File: config.mk
export PLATFORM = sky130hd
export DESIGN_NAME = output_clock_resync
export DESIGN_NICKNAME = d
export VERILOG_FILES = /design/src/output_clock_resync.v /design/src/code_clip.v
export VERILOG_INCLUDE_DIRS = /design/src /design/src/src
export SDC_FILE = /design/constraint.sdc
export NUM_CORES = 1
export LEC_CHECK = 0
export ABC_AREA = 1
export BUFFER_PORTS_ARGS = -buffer_cell sky130_fd_sc_hd__buf_2
export CAP_MARGIN = 20
export CORE_ASPECT_RATIO = 1.2
export CORE_MARGIN = 2
export CORE_UTILIZATION = 57
export CTS_CLUSTER_DIAMETER = 120
export DETAILED_ROUTE_END_ITERATION = 12
export PLACE_DENSITY = 0.87
export SLEW_MARGIN = 5
export SYNTH_ARGS = -nofsm -noshare
export SYNTH_HDL_FRONTEND = slang
export SYNTH_SLANG_ARGS = --single-unit
export TNS_END_PERCENT = 50
File: constraint.sdc
create_clock -name clock_i -period 2.6 [get_ports clock_i]
set_input_delay 0.65 -clock clock_i [delete_from_list [all_inputs] [get_ports clock_i]]
set_output_delay 0.65 -clock clock_i [all_outputs]
set_load 0.05 [all_outputs]
File: src/resync_defs.vh
// Constants for the output clock resynchronisation block.
`ifndef RESYNC_DEFS_VH
`define RESYNC_DEFS_VH
`define CODE_MIN 8'h00
`define CODE_MAX 8'hFF
`define CODE_MID 8'h80
`define CLK_PERIOD_NS 50
`define LATENCY_NS 150
`define SYNC_STAGES 2
`define CAL_CYCLES 16'h0040
// Restart latency of 150 ns at a 50 ns period, counted in cycles.
`define LAT_CYCLES 4'h3
`define CODE_W 8
`define BUS_CNT 2
`endif

File: src/output_clock_resync.v
// Output data clock realignment, calibration gating and result coding.
//
// Summary of operation
// - Realignment pulse accepted asynchronously at any time.
// - Clock held at mode-dependent level during pulse.
// - One shortened clock pulse on arrival allowed.
// - Next falling edge after release fixes phase.
// - Restart after fixed latency, same as normal.
// - Results saturate to 00h or FFh.
// - Out-of-range flag follows out-of-range interval.
// - Offset binary coding, zero gives mid code.
// - Calibration flag high throughout calibration.
// - Output clock inactive during calibration.
// - Flag set when either bus clips.
`timescale 1ns/1ps
`default_nettype none
`include "resync_defs.vh"
module output_clock_resync #(
    parameter RAW_W = 10,
    parameter CAL_LEN = `CAL_CYCLES
) (
    // Sampling clock and synchronous reset.
    input wire clock_i,
    input wire rst_b_i,
    // Asynchronous requests and same-domain mode controls.
    input wire output_clock_realign_pulse_i,
    input wire ddr_mode_i,
    input wire edge_sel_i,
    input wire cal_start_i,
    // Unclipped results of both converters.
    input wire signed [RAW_W-1:0] raw_a_i,
    input wire signed [RAW_W-1:0] raw_b_i,
    // Output clock, calibration status and coded results.
    output wire output_data_clock_o,
    output reg calibration_active_flag_o,
    output wire [7:0] code_a_o,
    output wire [7:0] code_b_o,
    output reg out_of_range_o
);
    // Restart latency in cycles, the same as in normal running.
    localparam [3:0] LAT_CYC = `LAT_CYCLES;
    // Realignment states.
    localparam [1:0] ST_RUN = 2'b00;
    localparam [1:0] ST_HOLD = 2'b01;
    localparam [1:0] ST_WAIT = 2'b10;

    // Level at which the output clock rests while frozen: low in double
    // rate, the edge select level in single rate.
    function hold_level;
        input ddr;
        input edge_cfg;
        begin
            hold_level = ddr ? 1'b0 : edge_cfg;
        end
    endfunction

    // True in every state but the running one.
    function frozen;
        input [1:0] st;
        begin
            frozen = (st != ST_RUN);
        end
    endfunction

    ////////////////////////////////////////////////////////////////////////
    // Synchronisers for the asynchronous pins.
    // Only the second stage of each chain feeds logic, so a metastable
    // first stage never reaches the state machine.
    reg pulse_s1_q;
    reg pulse_s2_q;
    reg cal_s1_q;
    reg cal_s2_q;
    always @(posedge clock_i) begin
        if (!rst_b_i) begin
            pulse_s1_q <= 1'b0;
            pulse_s2_q <= 1'b0;
            cal_s1_q <= 1'b0;
            cal_s2_q <= 1'b0;
        end else begin
            pulse_s1_q <= output_clock_realign_pulse_i;
            pulse_s2_q <= pulse_s1_q;
            cal_s1_q <= cal_start_i;
            cal_s2_q <= cal_s1_q;
        end
    end

    // Release is retimed to the falling edge so phase fixes there.
    // A release seen on a rising edge is confirmed half a cycle later,
    // which is the edge that fixes the phase of the output clock.
    reg pulse_n_q;
    always @(negedge clock_i) begin
        if (!rst_b_i) begin
            pulse_n_q <= 1'b0;
        end else begin
            pulse_n_q <= pulse_s2_q;
        end
    end

    ////////////////////////////////////////////////////////////////////////
    // Calibration cycle.
    // A start request is ignored while the synchronised realignment pulse is high, because a
    // pulse arriving during calibration would corrupt the stored result.
    // Once started, the flag stays high for exactly CAL_LEN cycles and the
    // output clock stays low for the whole of that time.
    reg [15:0] cal_cnt_q;
    always @(posedge clock_i) begin
        if (!rst_b_i) begin
            calibration_active_flag_o <= 1'b0;
            cal_cnt_q <= 16'h0000;
        end else if (calibration_active_flag_o) begin
            if (cal_cnt_q == CAL_LEN[15:0] - 16'h0001) begin
                calibration_active_flag_o <= 1'b0;
            end
            cal_cnt_q <= cal_cnt_q + 16'h0001;
        end else if (cal_s2_q && !pulse_s2_q) begin
            calibration_active_flag_o <= 1'b1;
            cal_cnt_q <= 16'h0000;
        end
    end

    ////////////////////////////////////////////////////////////////////////
    // Realignment state and output clock.
    // HOLD freezes the clock while the pulse is seen high. WAIT counts the
    // restart latency once the falling-edge copy confirms the release, so
    // devices released on the same rising edge restart together.
    reg [1:0] state_q;
    reg [3:0] lat_q;
    reg phase_q;
    always @(posedge clock_i) begin
        if (!rst_b_i) begin
            state_q <= ST_HOLD;
            lat_q <= 4'h0;
            phase_q <= 1'b0;
        end else begin
            phase_q <= ~phase_q;
            case (state_q)
                // Running: a pulse freezes the clock.
                ST_RUN: begin
                    if (pulse_s2_q) begin
                        state_q <= ST_HOLD;
                    end
                end
                // Frozen: leave only when both copies of the pulse are low,
                // with the phase flop parked so that restart is repeatable.
                ST_HOLD: begin
                    phase_q <= 1'b0;
                    if (!pulse_n_q && !pulse_s2_q) begin
                        state_q <= ST_WAIT;
                        lat_q <= 4'h1;
                    end
                end
                // Latency count; a new pulse goes back to the frozen state.
                ST_WAIT: begin
                    phase_q <= 1'b0;
                    if (pulse_s2_q) begin
                        state_q <= ST_HOLD;
                    end else if (lat_q == LAT_CYC) begin
                        state_q <= ST_RUN;
                    end else begin
                        lat_q <= lat_q + 4'h1;
                    end
                end
                default: begin
                    state_q <= ST_HOLD;
                end
            endcase
        end
    end

    // SDR clock runs at half rate from the phase flop; DDR at full rate.
    // Entry into hold may cut a running half period short.
    // The output is combinational so that the double rate clock can follow
    // the sampling clock; calibration overrides the frozen level.
    wire run_clk;
    wire hold_lvl;
    assign run_clk = ddr_mode_i ? clock_i : phase_q;
    assign hold_lvl = hold_level(ddr_mode_i, edge_sel_i);
    reg output_data_clock_d;
    always @* begin
        if (calibration_active_flag_o) begin
            output_data_clock_d = 1'b0;
        end else if (frozen(state_q)) begin
            output_data_clock_d = hold_lvl;
        end else begin
            output_data_clock_d = run_clk ^ edge_sel_i;
        end
    end
    assign output_data_clock_o = output_data_clock_d;

    ////////////////////////////////////////////////////////////////////////
    // Conversion result coding for both buses.
    // Bus a sits in the low slice of the packed vectors, bus b above it.
    // Each bus clips on its own; only the range flag combines them.
    wire [`BUS_CNT*RAW_W-1:0] raw_w;
    wire [`BUS_CNT*`CODE_W-1:0] code_w;
    wire [`BUS_CNT-1:0] over_w;
    assign raw_w = {raw_b_i, raw_a_i};
    genvar g;
    generate
        for (g = 0; g < `BUS_CNT; g = g + 1) begin : g_bus
            code_clip #(
                .RAW_W(RAW_W)
            ) clip (
                .clock_i(clock_i),
                .rst_b_i(rst_b_i),
                .raw_i(raw_w[g*RAW_W +: RAW_W]),
                .code_o(code_w[g*`CODE_W +: `CODE_W]),
                .over_o(over_w[g])
            );
        end
    endgenerate
    assign code_a_o = code_w[`CODE_W-1:0];
    assign code_b_o = code_w[2*`CODE_W-1:`CODE_W];
    // Either bus clipping raises the shared flag.
    always @* begin
        out_of_range_o = |over_w;
    end
endmodule
`default_nettype wire

File: src/code_clip.v
// Saturating 8-bit offset binary coder with out-of-range detection.
`timescale 1ns/1ps
`default_nettype none
`include "resync_defs.vh"
module code_clip #(
    parameter RAW_W = 10
) (
    input wire clock_i,
    input wire rst_b_i,
    input wire signed [RAW_W-1:0] raw_i,
    output reg [7:0] code_o,
    output reg over_o
);
    // Raw value is signed, zero input maps to the mid code.
    wire signed [RAW_W:0] biased;
    assign biased = {raw_i[RAW_W-1], raw_i} + $signed({{(RAW_W-7){1'b0}}, `CODE_MID});
    wire low;
    wire high;
    assign low = biased[RAW_W];
    assign high = ~low & (|biased[RAW_W-1:8]);
    always @(posedge clock_i) begin
        if (!rst_b_i) begin
            code_o <= `CODE_MID;
            over_o <= 1'b0;
        end else begin
            if (low) begin
                code_o <= `CODE_MIN;
            end else if (high) begin
                code_o <= `CODE_MAX;
            end else begin
                code_o <= biased[7:0];
            end
            over_o <= low | high;
        end
    end
endmodule
`default_nettype wire

==> run_results.csv, run 1 <==
group,metric,value,unit
floorplanning,start_util,0.601,
synth,syn_avg_cell_area,7.11,um2
sta,rsz0062_at_grt,"true",
route,wire_per_inst,12.1,um
sta,relSlewSlack,0.641,
pwr,power.leakage,1.26,nW
layout,n_antenna_cell,0,
sta,drv_slew,0,
clock_network,tritoncts,"yes",
hold_path,hold_depth,3,
worst_setup_path,cp.arrival,2.19,ns
sta,setup_tns,-0.235,ns
pwr,total_power,1.89,mW
layout,areaGrowthSynthToFinish,29.0,%
placement,dp_slack,-0.0735,ns
grt,grt_max_degree,25,
route,totalWireLength,4.61,mm
grt,grt_pass1_vias,1967,
sta,worst_pin_slew,0.534,ns
placement,gp_congestion,0.907,
layout,nets,372,
hold_path,hold_start,"cal_start_i",
hold_path,min_path_type,"input pin to register",
clock_network,cts_hold_buffers,0,
worst_setup_path,worst_r2r_endpoint,"lat_q[0]",
worst_setup_path,critical_path_class,"clock port to output pin",
pwr,p_per_area,720,nW/um2
floorplanning,core,3400,um2
grt,antenna_found_initial,0,
run_status,status,"finished with violations",
hold_path,hold_end,"cal_s1_q",
sta,hold_viol_final,0,
floorplanning,floorplan.rows,23,
sta,setup_violations,1,
placement,io_buffers,44,
clock_network,clkTransAtPathRegs,0.15,ns
synth,synth.distinct_cells,28,
floorplanning,pin_count,45,
sta,setup_ws,-0.235,ns
clock_network,clk_latency,0.64,ns
layout,drive_above_1_share,0.244,
worst_setup_path,rrSetupSlack,0.26,ns
route,dr.pass1.iters,10,
floorplanning,dieArea,4070,um2
route,avgViaCountPerCell,5.23,
worst_setup_path,end_kind,"output pin",
worst_setup_path,reg2reg_from,"pulse_n_q",
worst_setup_path,worstPathMaxFanout,2,
run_status,violations,"DRC, setup timing",
grt,grt_first_pass_wirelength,7.81,mm
floorplanning,die_y,69.5,um
synth,ys_seq_elements,47,
floorplanning,dieWidth,58.6,um
layout,nFillCells,235,
run,maxCapViolCount,0,
synth,synth_cells,287,
sta,finClkSkew,0.270,ns
synth,syn_nets,317,
synth,ys_warn_count,0,
route,via_count,1991,
placement,hpwl,3.01,mm
synth,seq_area_frac_synth,0.461,
grt,gr-usage-all-layers,0.260,
synth,synth_area,2040,um2
worst_setup_path,ff2ff_path_depth,6,
worst_setup_path,start_kind,"clock port",
route,first_iter_violations,161,
worst_setup_path,worstPathRequired,1.95,ns
grt,overflow,0,
route,drc,2,
route,ant_nets,0,
pwr,ir_drop,0.000578,V
sequential cells by signal, summed over array words and instances, names as in the netlist:
| register | count |
|---|---|
| cal_cnt_q | 16 |
| cal_s1_q | 1 |
| cal_s2_q | 1 |
| calibration_active_flag_o | 1 |
| g_bus.clip.code_o | 16 |
| g_bus.clip.over_o | 2 |
| lat_q | 4 |
| phase_q | 1 |
| pulse_n_q | 1 |
| pulse_s1_q | 1 |
| pulse_s2_q | 1 |
| state_q | 2 |
synth_stat cells:
library cell	count	share of area
a21oi_1	14	0.034
or2_2	1	0.0031
nor2_1	57	0.10
ha_1	4	0.025
o211ai_1	1	0.0037
o31ai_1	1	0.0037
xnor2_1	1	0.0043
buf_2	2	0.0049
nand3_2	1	0.0049
nand2_1	76	0.14
nand2_4	1	0.0055
inv_1	34	0.063
nor2_2	4	0.012
a21oi_2	1	0.0043
a31oi_1	1	0.0031
inv_2	1	0.0018
nand3b_1	1	0.0037
dfxtp_1	47	0.46
nand3_1	12	0.029
o21ai_0	7	0.017
o21ai_1	1	0.0025
nand4_1	4	0.012
nor3_1	5	0.012
nor2_4	5	0.028
clkbuf_1	1	0.0018
nor4_1	1	0.0031
nand2_2	2	0.0061
a22o_2	1	0.0049
per-layer routing:
layer | GRT usage | wire (um) | vias to the layer above | share of wire
met2 | 0.442 | 2420 | 76 | 0.52
li1 | - | - | 1001 | -
met5 | 0 | 0 | - | 0
met3 | 0.0709 | 297 | 18 | 0.064
met4 | 0.141 | 133 | 0 | 0.029
met1 | 0.283 | 1760 | 896 | 0.38
cells by family after synthesis:
group	Yosys count	share of synthesized area
AOI/OAI and AO/OA	27	0.0736
xor gates and xnor gates	1	0.00430
adders and majority gates	4	0.0245
buffers and inverters	38	0.0712
DFF	47	0.461
and+or+nand+nor	170	0.365
critical path: stages:
cell and delay [ns]:
clkbuf_16 0.14, inv_12 0.04, nand2_4 0.03, o211ai_1 0.08, clkbuf_8 0.17, buf_8 0.09, o21ai_4 0.05, a21oi_4 0.11
buf_6 0.17
cells in the final DEF (no fill, tap or decap), types with 2 or more instances in the layout:
| cell | Yosys | routed |
|---|---|---|
| buf_2 | 2 | 43 |
| inv_1 | 34 | 33 |
| ha_1 | 4 | 4 |
| buf_4 | 0 | 4 |
| nor2_2 | 4 | 4 |
| nor3_1 | 5 | 5 |
| dfxtp_4 | 0 | 2 |
| nand2_4 | 1 | 2 |
| nor2_4 | 5 | 6 |
| nand3_1 | 12 | 12 |
| clkbuf_8 | 0 | 5 |
| nand2_2 | 2 | 2 |
| nand4_1 | 4 | 4 |
| dfxtp_1 | 47 | 45 |
| nor2_1 | 57 | 56 |
| inv_12 | 0 | 2 |
| clkinv_16 | 0 | 3 |
| nand2_1 | 76 | 75 |
| o21ai_0 | 7 | 6 |
| a21oi_1 | 14 | 13 |
what timing repair did:
item,4_1_cts,5_1_grt
gates resized for setup,5,8
endpoints found under the setup margin,1,2
pin swaps,2,1
buffers inserted,3,0
worst max-delay path by stage:
stage	to	depth (start not counted)	slack, ns	startpoint
floorplan	output_data_clock_o	5	-0.03	clock_i
global placement	output_data_clock_o	6	-0.07	clock_i
detailed placement	output_data_clock_o	6	-0.07	clock_i
CTS	output_data_clock_o	9	-0.27	clock_i
global route	output_data_clock_o	9	-0.29	clock_i
finish	output_data_clock_o	9	-0.24	clock_i
final cells by class:
type,instances,area [um2],area share
Multi-Input combinational cell,202,991,0.377
Sequential cell,47,948,0.360
Timing Repair Buffer,44,223,0.0846
Clock inverter,6,153,0.0580
Clock buffer,11,143,0.0542
Inverter,34,128,0.0485
Tap cell,37,46.3,0.0176
power breakdown:
part           total [mW]  switching (mW)  leakage (nW)  internal [mW]
sequential          0.790          0.0262         0.387          0.764
combinational       0.255           0.183         0.713         0.0723
clock               0.850           0.489         0.155          0.360
total                1.89           0.698          1.26           1.20
through the flow:
stage	hold WS, ns	area [um2]	cells	util
3_3_place_gp	0.397	2330	366	0.685
6_report	0.170	2630	381	0.775
2_1_floorplan	0.390	2070	287	-
5_1_grt	0.165	2630	381	0.775
3_5_place_dp	0.405	2330	366	0.685
4_1_cts	0.167	2610	381	0.769
Power figures use the tool's default switching activity.
==> inputs of run 2 (changes only) <==
ABC_AREA = default   (was 1)
BUFFER_PORTS_ARGS = -buffer_cell sky130_fd_sc_hd__clkbuf_2   (was -buffer_cell sky130_fd_sc_hd__buf_2)
PLACE_DENSITY = 0.82   (was 0.87)
==> run_results.csv, run 2 <==
group,metric,value,unit
clock_network,tritoncts,"yes",
synth,synth-xor-area-share,0.0222,
layout,drive_above_1_share,0.246,
sta,finClkSkew,0.0680,ns
layout,layout_commonest_cell,"dfxtp_1",
clock_network,postCtsSetupBuffers,0,
worst_setup_path,crit_path_frequent_cell,"buf_8",
synth,synth_edf_count,0,
synth,synthAdderAreaFrac,0.0253,
placement,hpwl,2.62,mm
pwr,clockPowerShare,0.416,
floorplanning,start_util,0.592,
worst_setup_path,crit_path_cell_trace,"buf_8 -> xor2_2 -> a22o_1 -> a32o_2 -> buf_8",
synth,muxShareOfSynthArea,0.0354,
run,maxCapViolCount,0,
worst_setup_path,slowest_stage,"a32o_2",
sta,hold_viol_final,0,
grt,grt_first_pass_wirelength,6.57,mm
synth,ys_async_sr_fraction,0,
synth,synth_area,1980,um2
grt,gr-usage-all-layers,0.222,
synth,post-synth-top-count-cell,"dfxtp_1",
clock_network,clkTransAtPathRegs,0.08,ns
layout,layout_common_cells,"47 x dfxtp_1, 43 x clkbuf_2, 17 x o21a_1",
pwr,power.leakage,0.964,nW
floorplanning,dieWidth,57.8,um
pwr,internal_power,1.24,mW
route,dr.pass1.iters,4,
synth,synth-compound-area-share,0.153,
worst_setup_path,start_kind,"clock port",
synth,synth_cells,210,
floorplanning,core,3340,um2
placement,dp_slack,-0.133,ns
worst_setup_path,slowest_delay,0.23,ns
worst_setup_path,worstPathMaxFanout,2,
sta,setup_violations,1,
synth,syn_nets,240,
synth,ys_warn_count,0,
grt,overflow,0,
synth,seq_area_frac_synth,0.476,
route,first_iter_violations,39,
grt,grt_max_degree,36,
synth,synth_ff_type,"dfxtp_1",
layout,areaGrowthSynthToFinish,20.4,%
synth,synth.area.top_cells,"dfxtp_1 48%, o21a_1 6.5%, nand3_1 3.8%",
floorplanning,pin_count,45,
sta,drv_slew,0,
sta,rsz0062_at_grt,"true",
synth,syn_avg_cell_area,9.41,um2
sta,relSlewSlack,0.652,
floorplanning,dieArea,3960,um2
layout,seq_area,941,um2
layout,nets,285,
worst_setup_path,worstPathRequired,1.95,ns
route,ant_nets,0,
hold_path,min_path_type,"register to register",
placement,gp_congestion,0.764,
floorplanning,floorplan.rows,23,
layout,reg_top3,"cal_cnt_q: 16 flops, g_bus.clip.code_o: 16 flops, lat_q: 4 flops",
pwr,ir_drop,0.000601,V
synth,synthSimpleGateAreaFrac,0.259,
layout,multi_input_area,987,um2
pwr,switching_share,0.264,
pwr,p_per_area,708,nW/um2
sta,setup_ws,-0.181,ns
synth,synth.distinct_cells,37,
sta,worst_pin_slew,0.520,ns
floorplanning,die_y,68.5,um
worst_setup_path,critical_path_class,"clock port to output pin",
clock_network,clk_latency,0.47,ns
route,avgViaCountPerCell,5.74,
worst_setup_path,end_kind,"output pin",
pwr,p_seq_frac,0.460,
clock_network,cts_hold_buffers,0,
synth,synth_top_area_cell,"dfxtp_1",
worst_setup_path,cp.arrival,2.13,ns
layout,n_antenna_cell,0,
layout,nFillCells,276,
run_status,status,"finished with violations",
route,drc,0,
pwr,p_sw,445,uW
placement,io_buffers,44,
pwr,pwr-share-comb,0.124,
grt,grt_pass1_vias,1601,
synth,synth_top_family_by_area,"simple AND/OR/NAND/NOR gates",
synth,ys_seq_elements,47,
run_status,violations,"setup timing",
route,wire_per_inst,13.3,um
synth,synth_common_cells,"47 x dfxtp_1, 17 x o21a_1, 15 x nand3_1",
grt,antenna_found_initial,0,
sta,hold-worst-slack,0.439,ns
route,totalWireLength,3.90,mm
route,via_count,1683,
synth,synth_top_area_share,0.476,
run 2: worst paths after layout:
path / depth (start not counted) / to / from / slack (ns)
worst min-delay path: 1 / pulse_s2_q / pulse_s1_q / 0.44
worst max register to register: 3 / lat_q[3] / pulse_n_q / 0.28
worst max-delay path: 5 / output_data_clock_o / clock_i / -0.18
worst min register to register: 1 / pulse_s2_q / pulse_s1_q / 0.44
run 2: what timing repair did:
action	4_1_cts	5_1_grt
pin swaps	2	3
resized for setup	2	3
setup endpoints to repair	1	1
gates cloned	0	0
run 2: critical path: cells and delay by family:
kind	cells	cell delay (ns)
compound gates	2	0.45
buf+inv	2	0.25
xor+xnor	1	0.13
run 2: logic make-up (layout without fill, tap and decap cells):
| family | count (synthesis) | in the layout |
|---|---|---|
| xor+xnor | 5 | 5 |
| compound gates | 43 | 43 |
| flops | 47 | 47 |
| simple gates | 89 | 89 |
| buf+inv | 15 | 61 |
| fa+ha+maj | 4 | 4 |
| mux | 7 | 7 |
run 2: routing by layer:
layer,track usage,share of wire,vias up
met5,0,0,-
met4,0.145,0.033,0
met3,0.0821,0.070,12
met2,0.352,0.48,53
met1,0.251,0.41,774
li1,-,-,844
run 2: power by group through the flow:
stage	combinational, mW	clock [mW]	sequential [mW]
6_report	0.209	0.702	0.775
4_1_cts	0.211	0.685	0.774
3_3_place_gp	0.204	0.0418	0.790
2_1_floorplan	0.0847	0.0397	0.857
3_5_place_dp	0.208	0.0418	0.791
5_1_grt	0.227	0.741	0.779
run 2: layout make-up:
type	count	area share
clock buffer	9	0.0531
clock inverter	3	0.0163
tap	37	0.0194
sequential	47	0.395
timing repair buffer	44	0.0935
multi-input combinational	148	0.415
inverter	5	0.00788
run 2: through the flow:
stage               utilization  power [mW]  instance area (um2)  setup TNS, ns  cells
global route              0.713        1.75                 2380         -0.212    293
global placement          0.664        1.04                 2220         -0.132    283
detailed placement        0.664        1.04                 2220         -0.133    283
finish                    0.713        1.69                 2380         -0.181    293
CTS                       0.710        1.67                 2370         -0.223    293
floorplan                     -       0.981                 1980        -0.0188    210
==> inputs of run 3 (changes only) <==
CORE_UTILIZATION = 58   (was 57)
SYNTH_HIERARCHICAL = 1   (was default)
==> run_results.csv, run 3 <==
group,metric,value,unit
run_status,status,"finished with violations",
run_status,violations,"setup timing",
synth,synth.area.top_cells,"dfxtp_1 43%, o311a_2 7.1%, mux2i_1 3.6%",
sta,hold_viol_final,0,
pwr,pwr-share-comb,0.147,
floorplanning,start_util,0.608,
layout,layout_commonest_cell,"dfxtp_1",
sta,finClkSkew,0.0723,ns
synth,synth.distinct_cells,53,
floorplanning,die_y,71.6,um
clock_network,tritoncts,"yes",
worst_setup_path,slowest_delay,0.23,ns
route,dr.pass1.iters,4,
grt,grt_pass1_vias,1711,
synth,synth_ff_type,"dfxtp_1",
synth,ys_async_sr_fraction,0,
route,via_count,1773,
pwr,p_sw,449,uW
worst_setup_path,start_kind,"clock port",
run,maxCapViolCount,0,
pwr,p_per_area,636,nW/um2
route,avgViaCountPerCell,5.74,
placement,gp_congestion,0.782,
route,drc,0,
pwr,total_power,1.64,mW
worst_setup_path,crit_path_frequent_cell,"buf_8",
worst_setup_path,worstPathRequired,1.95,ns
layout,layout_common_cells,"47 x dfxtp_1, 43 x clkbuf_2, 14 x o311a_2",
clock_network,clkTransAtPathRegs,0.08,ns
layout,reg_top3,"cal_cnt_q: 16 flops, g_bus.clip/code_o: 16 flops, lat_q: 4 flops",
pwr,power.leakage,1.06,nW
layout,drive_above_1_share,0.331,
route,wire_per_inst,13.4,um
worst_setup_path,cpLargestDelayFamily,"compound AO/OA/AOI/OAI gates",
synth,syn_nets,245,
hold_path,hold_depth,1,
worst_setup_path,critical_path_class,"clock port to output pin",
grt,grt_max_degree,55,
synth,synth_common_cells,"47 x dfxtp_1, 14 x o311a_2, 13 x nand3_1",
sta,worst_pin_slew,0.483,ns
sta,setup_tns,-0.164,ns
grt,antenna_found_initial,0,
synth,synth_top_area_share,0.426,
pwr,switching_share,0.274,
route,totalWireLength,4.13,mm
synth,synth_area,2210,um2
floorplanning,pin_count,45,
sta,hold-worst-slack,0.451,ns
placement,io_buffers,44,
worst_setup_path,crit_path_cell_trace,"buf_8 -> xor2_2 -> a22o_1 -> a32o_2 -> buf_8",
clock_network,cts_hold_buffers,0,
floorplanning,floorplan.rows,24,
layout,n_antenna_cell,0,
sta,setup_violations,1,
worst_setup_path,cp.arrival,2.11,ns
grt,overflow,0,
floorplanning,dieArea,4320,um2
synth,ys_seq_elements,47,
floorplanning,core,3630,um2
synth,syn_avg_cell_area,10.3,um2
synth,seq_area_frac_synth,0.426,
hold_path,min_path_type,"register to register",
worst_setup_path,crit_buf_inv,2,
sta,setup_ws,-0.164,ns
grt,grt_first_pass_wirelength,7.26,mm
clock_network,postCtsSetupBuffers,0,
grt,gr-usage-all-layers,0.228,
placement,hpwl,2.84,mm
synth,synth_edf_count,0,
clock_network,clk_latency,0.47,ns
route,ant_nets,0,
sta,drv_slew,0,
synth,post-synth-top-count-cell,"dfxtp_1",
layout,areaGrowthSynthToFinish,16.4,%
layout,fin_util,0.708,
pwr,clockPowerShare,0.378,
worst_setup_path,worstPathMaxFanout,2,
synth,synth_cells,215,
pwr,p_seq_frac,0.475,
worst_setup_path,end_kind,"output pin",
floorplanning,dieWidth,60.3,um
sta,relSlewSlack,0.678,
sta,rsz0062_at_grt,"true",
pwr,internal_power,1.19,mW
worst_setup_path,ff2ff_path_depth,3,
synth,synth_top_area_cell,"dfxtp_1",
placement,dp_slack,-0.112,ns
worst_setup_path,worst-path-stages,5,
route,first_iter_violations,73,
worst_setup_path,slowest_stage,"a32o_2",
synth,ys_warn_count,6,
pwr,ir_drop,0.000399,V
layout,nets,286,
==> run 3: changes by cell type after synthesis, moves of 6 or more <==
cell | previous run | this run
a21boi_0 | 6 | 0
clkbuf_1 | 8 | 2
o21a_1 | 17 | 1
a21boi_1 | 0 | 6
o311a_2 | 0 | 14
==> run 3: cells by family after synthesis <==
| family | count (synthesis) | share of synthesized area |
|---|---|---|
| muxes | 8 | 0.0362 |
| xor gates and xnor gates | 6 | 0.0306 |
| buffers and inverters | 22 | 0.0527 |
| AOI/OAI and AO/OA | 45 | 0.177 |
| DFF | 47 | 0.426 |
| and+or+nand+nor | 83 | 0.255 |
| adders and majority gates | 4 | 0.0227 |
==> run 3: layer usage <==
metal / up-vias / track usage / share of wire
met3: 8 / 0.0866 / 0.048
met2: 44 / 0.350 / 0.50
met5: - / 0 / 0
met1: 827 / 0.262 / 0.44
met4: 0 / 0.143 / 0.018
li1: 894 / - / -
==> run 3: path summary, 6_finish.rpt <==
path	endpoint	slack, ns	start
setup / recovery	output_data_clock_o	-0.16	clock_i
hold / removal	cal_s2_q	0.45	cal_s1_q
setup reg to reg	lat_q[0]	0.09	pulse_n_q
hold reg to reg	cal_s2_q	0.45	cal_s1_q
==> run 3: power by group through the flow <==
stage	Combinational (mW)	Clock (mW)	Sequential, mW
finish	0.241	0.619	0.777
global route	0.261	0.679	0.783
floorplan	0.123	0.0394	0.856
CTS	0.243	0.633	0.778
detailed placement	0.241	0.0416	0.794
global placement	0.239	0.0416	0.793
==> run 3: timing repair <==
item	CTS	global route
pin swaps	3	2
endpoints found under the setup margin	1	1
gates resized for setup	3	2
==> run 3: through the flow <==
stage                     area [um2]  instances
final                           2570        309
after global routing            2570        309
after CTS                       2570        309
after detailed placement        2420        299
after global placement          2420        299
after floorplan                 2210        215
==> run 3: final cells by class <==
type / count / area [um2]
fill: 286 / 1060
multi-input combinational: 146 / 1160
inverter: 7 / 26.3
timing repair buffer: 45 / 230
sequential: 47 / 941
clock inverter: 2 / 7.51
tap: 52 / 65.1
clock buffer: 10 / 141
==> run 3: worst register-to-register path, stage by stage (launching register included) <==
cell and delay (ns):
dfxtp_1 0.31, or4b_4 0.52, o211ai_2 0.09, o311a_1 0.17
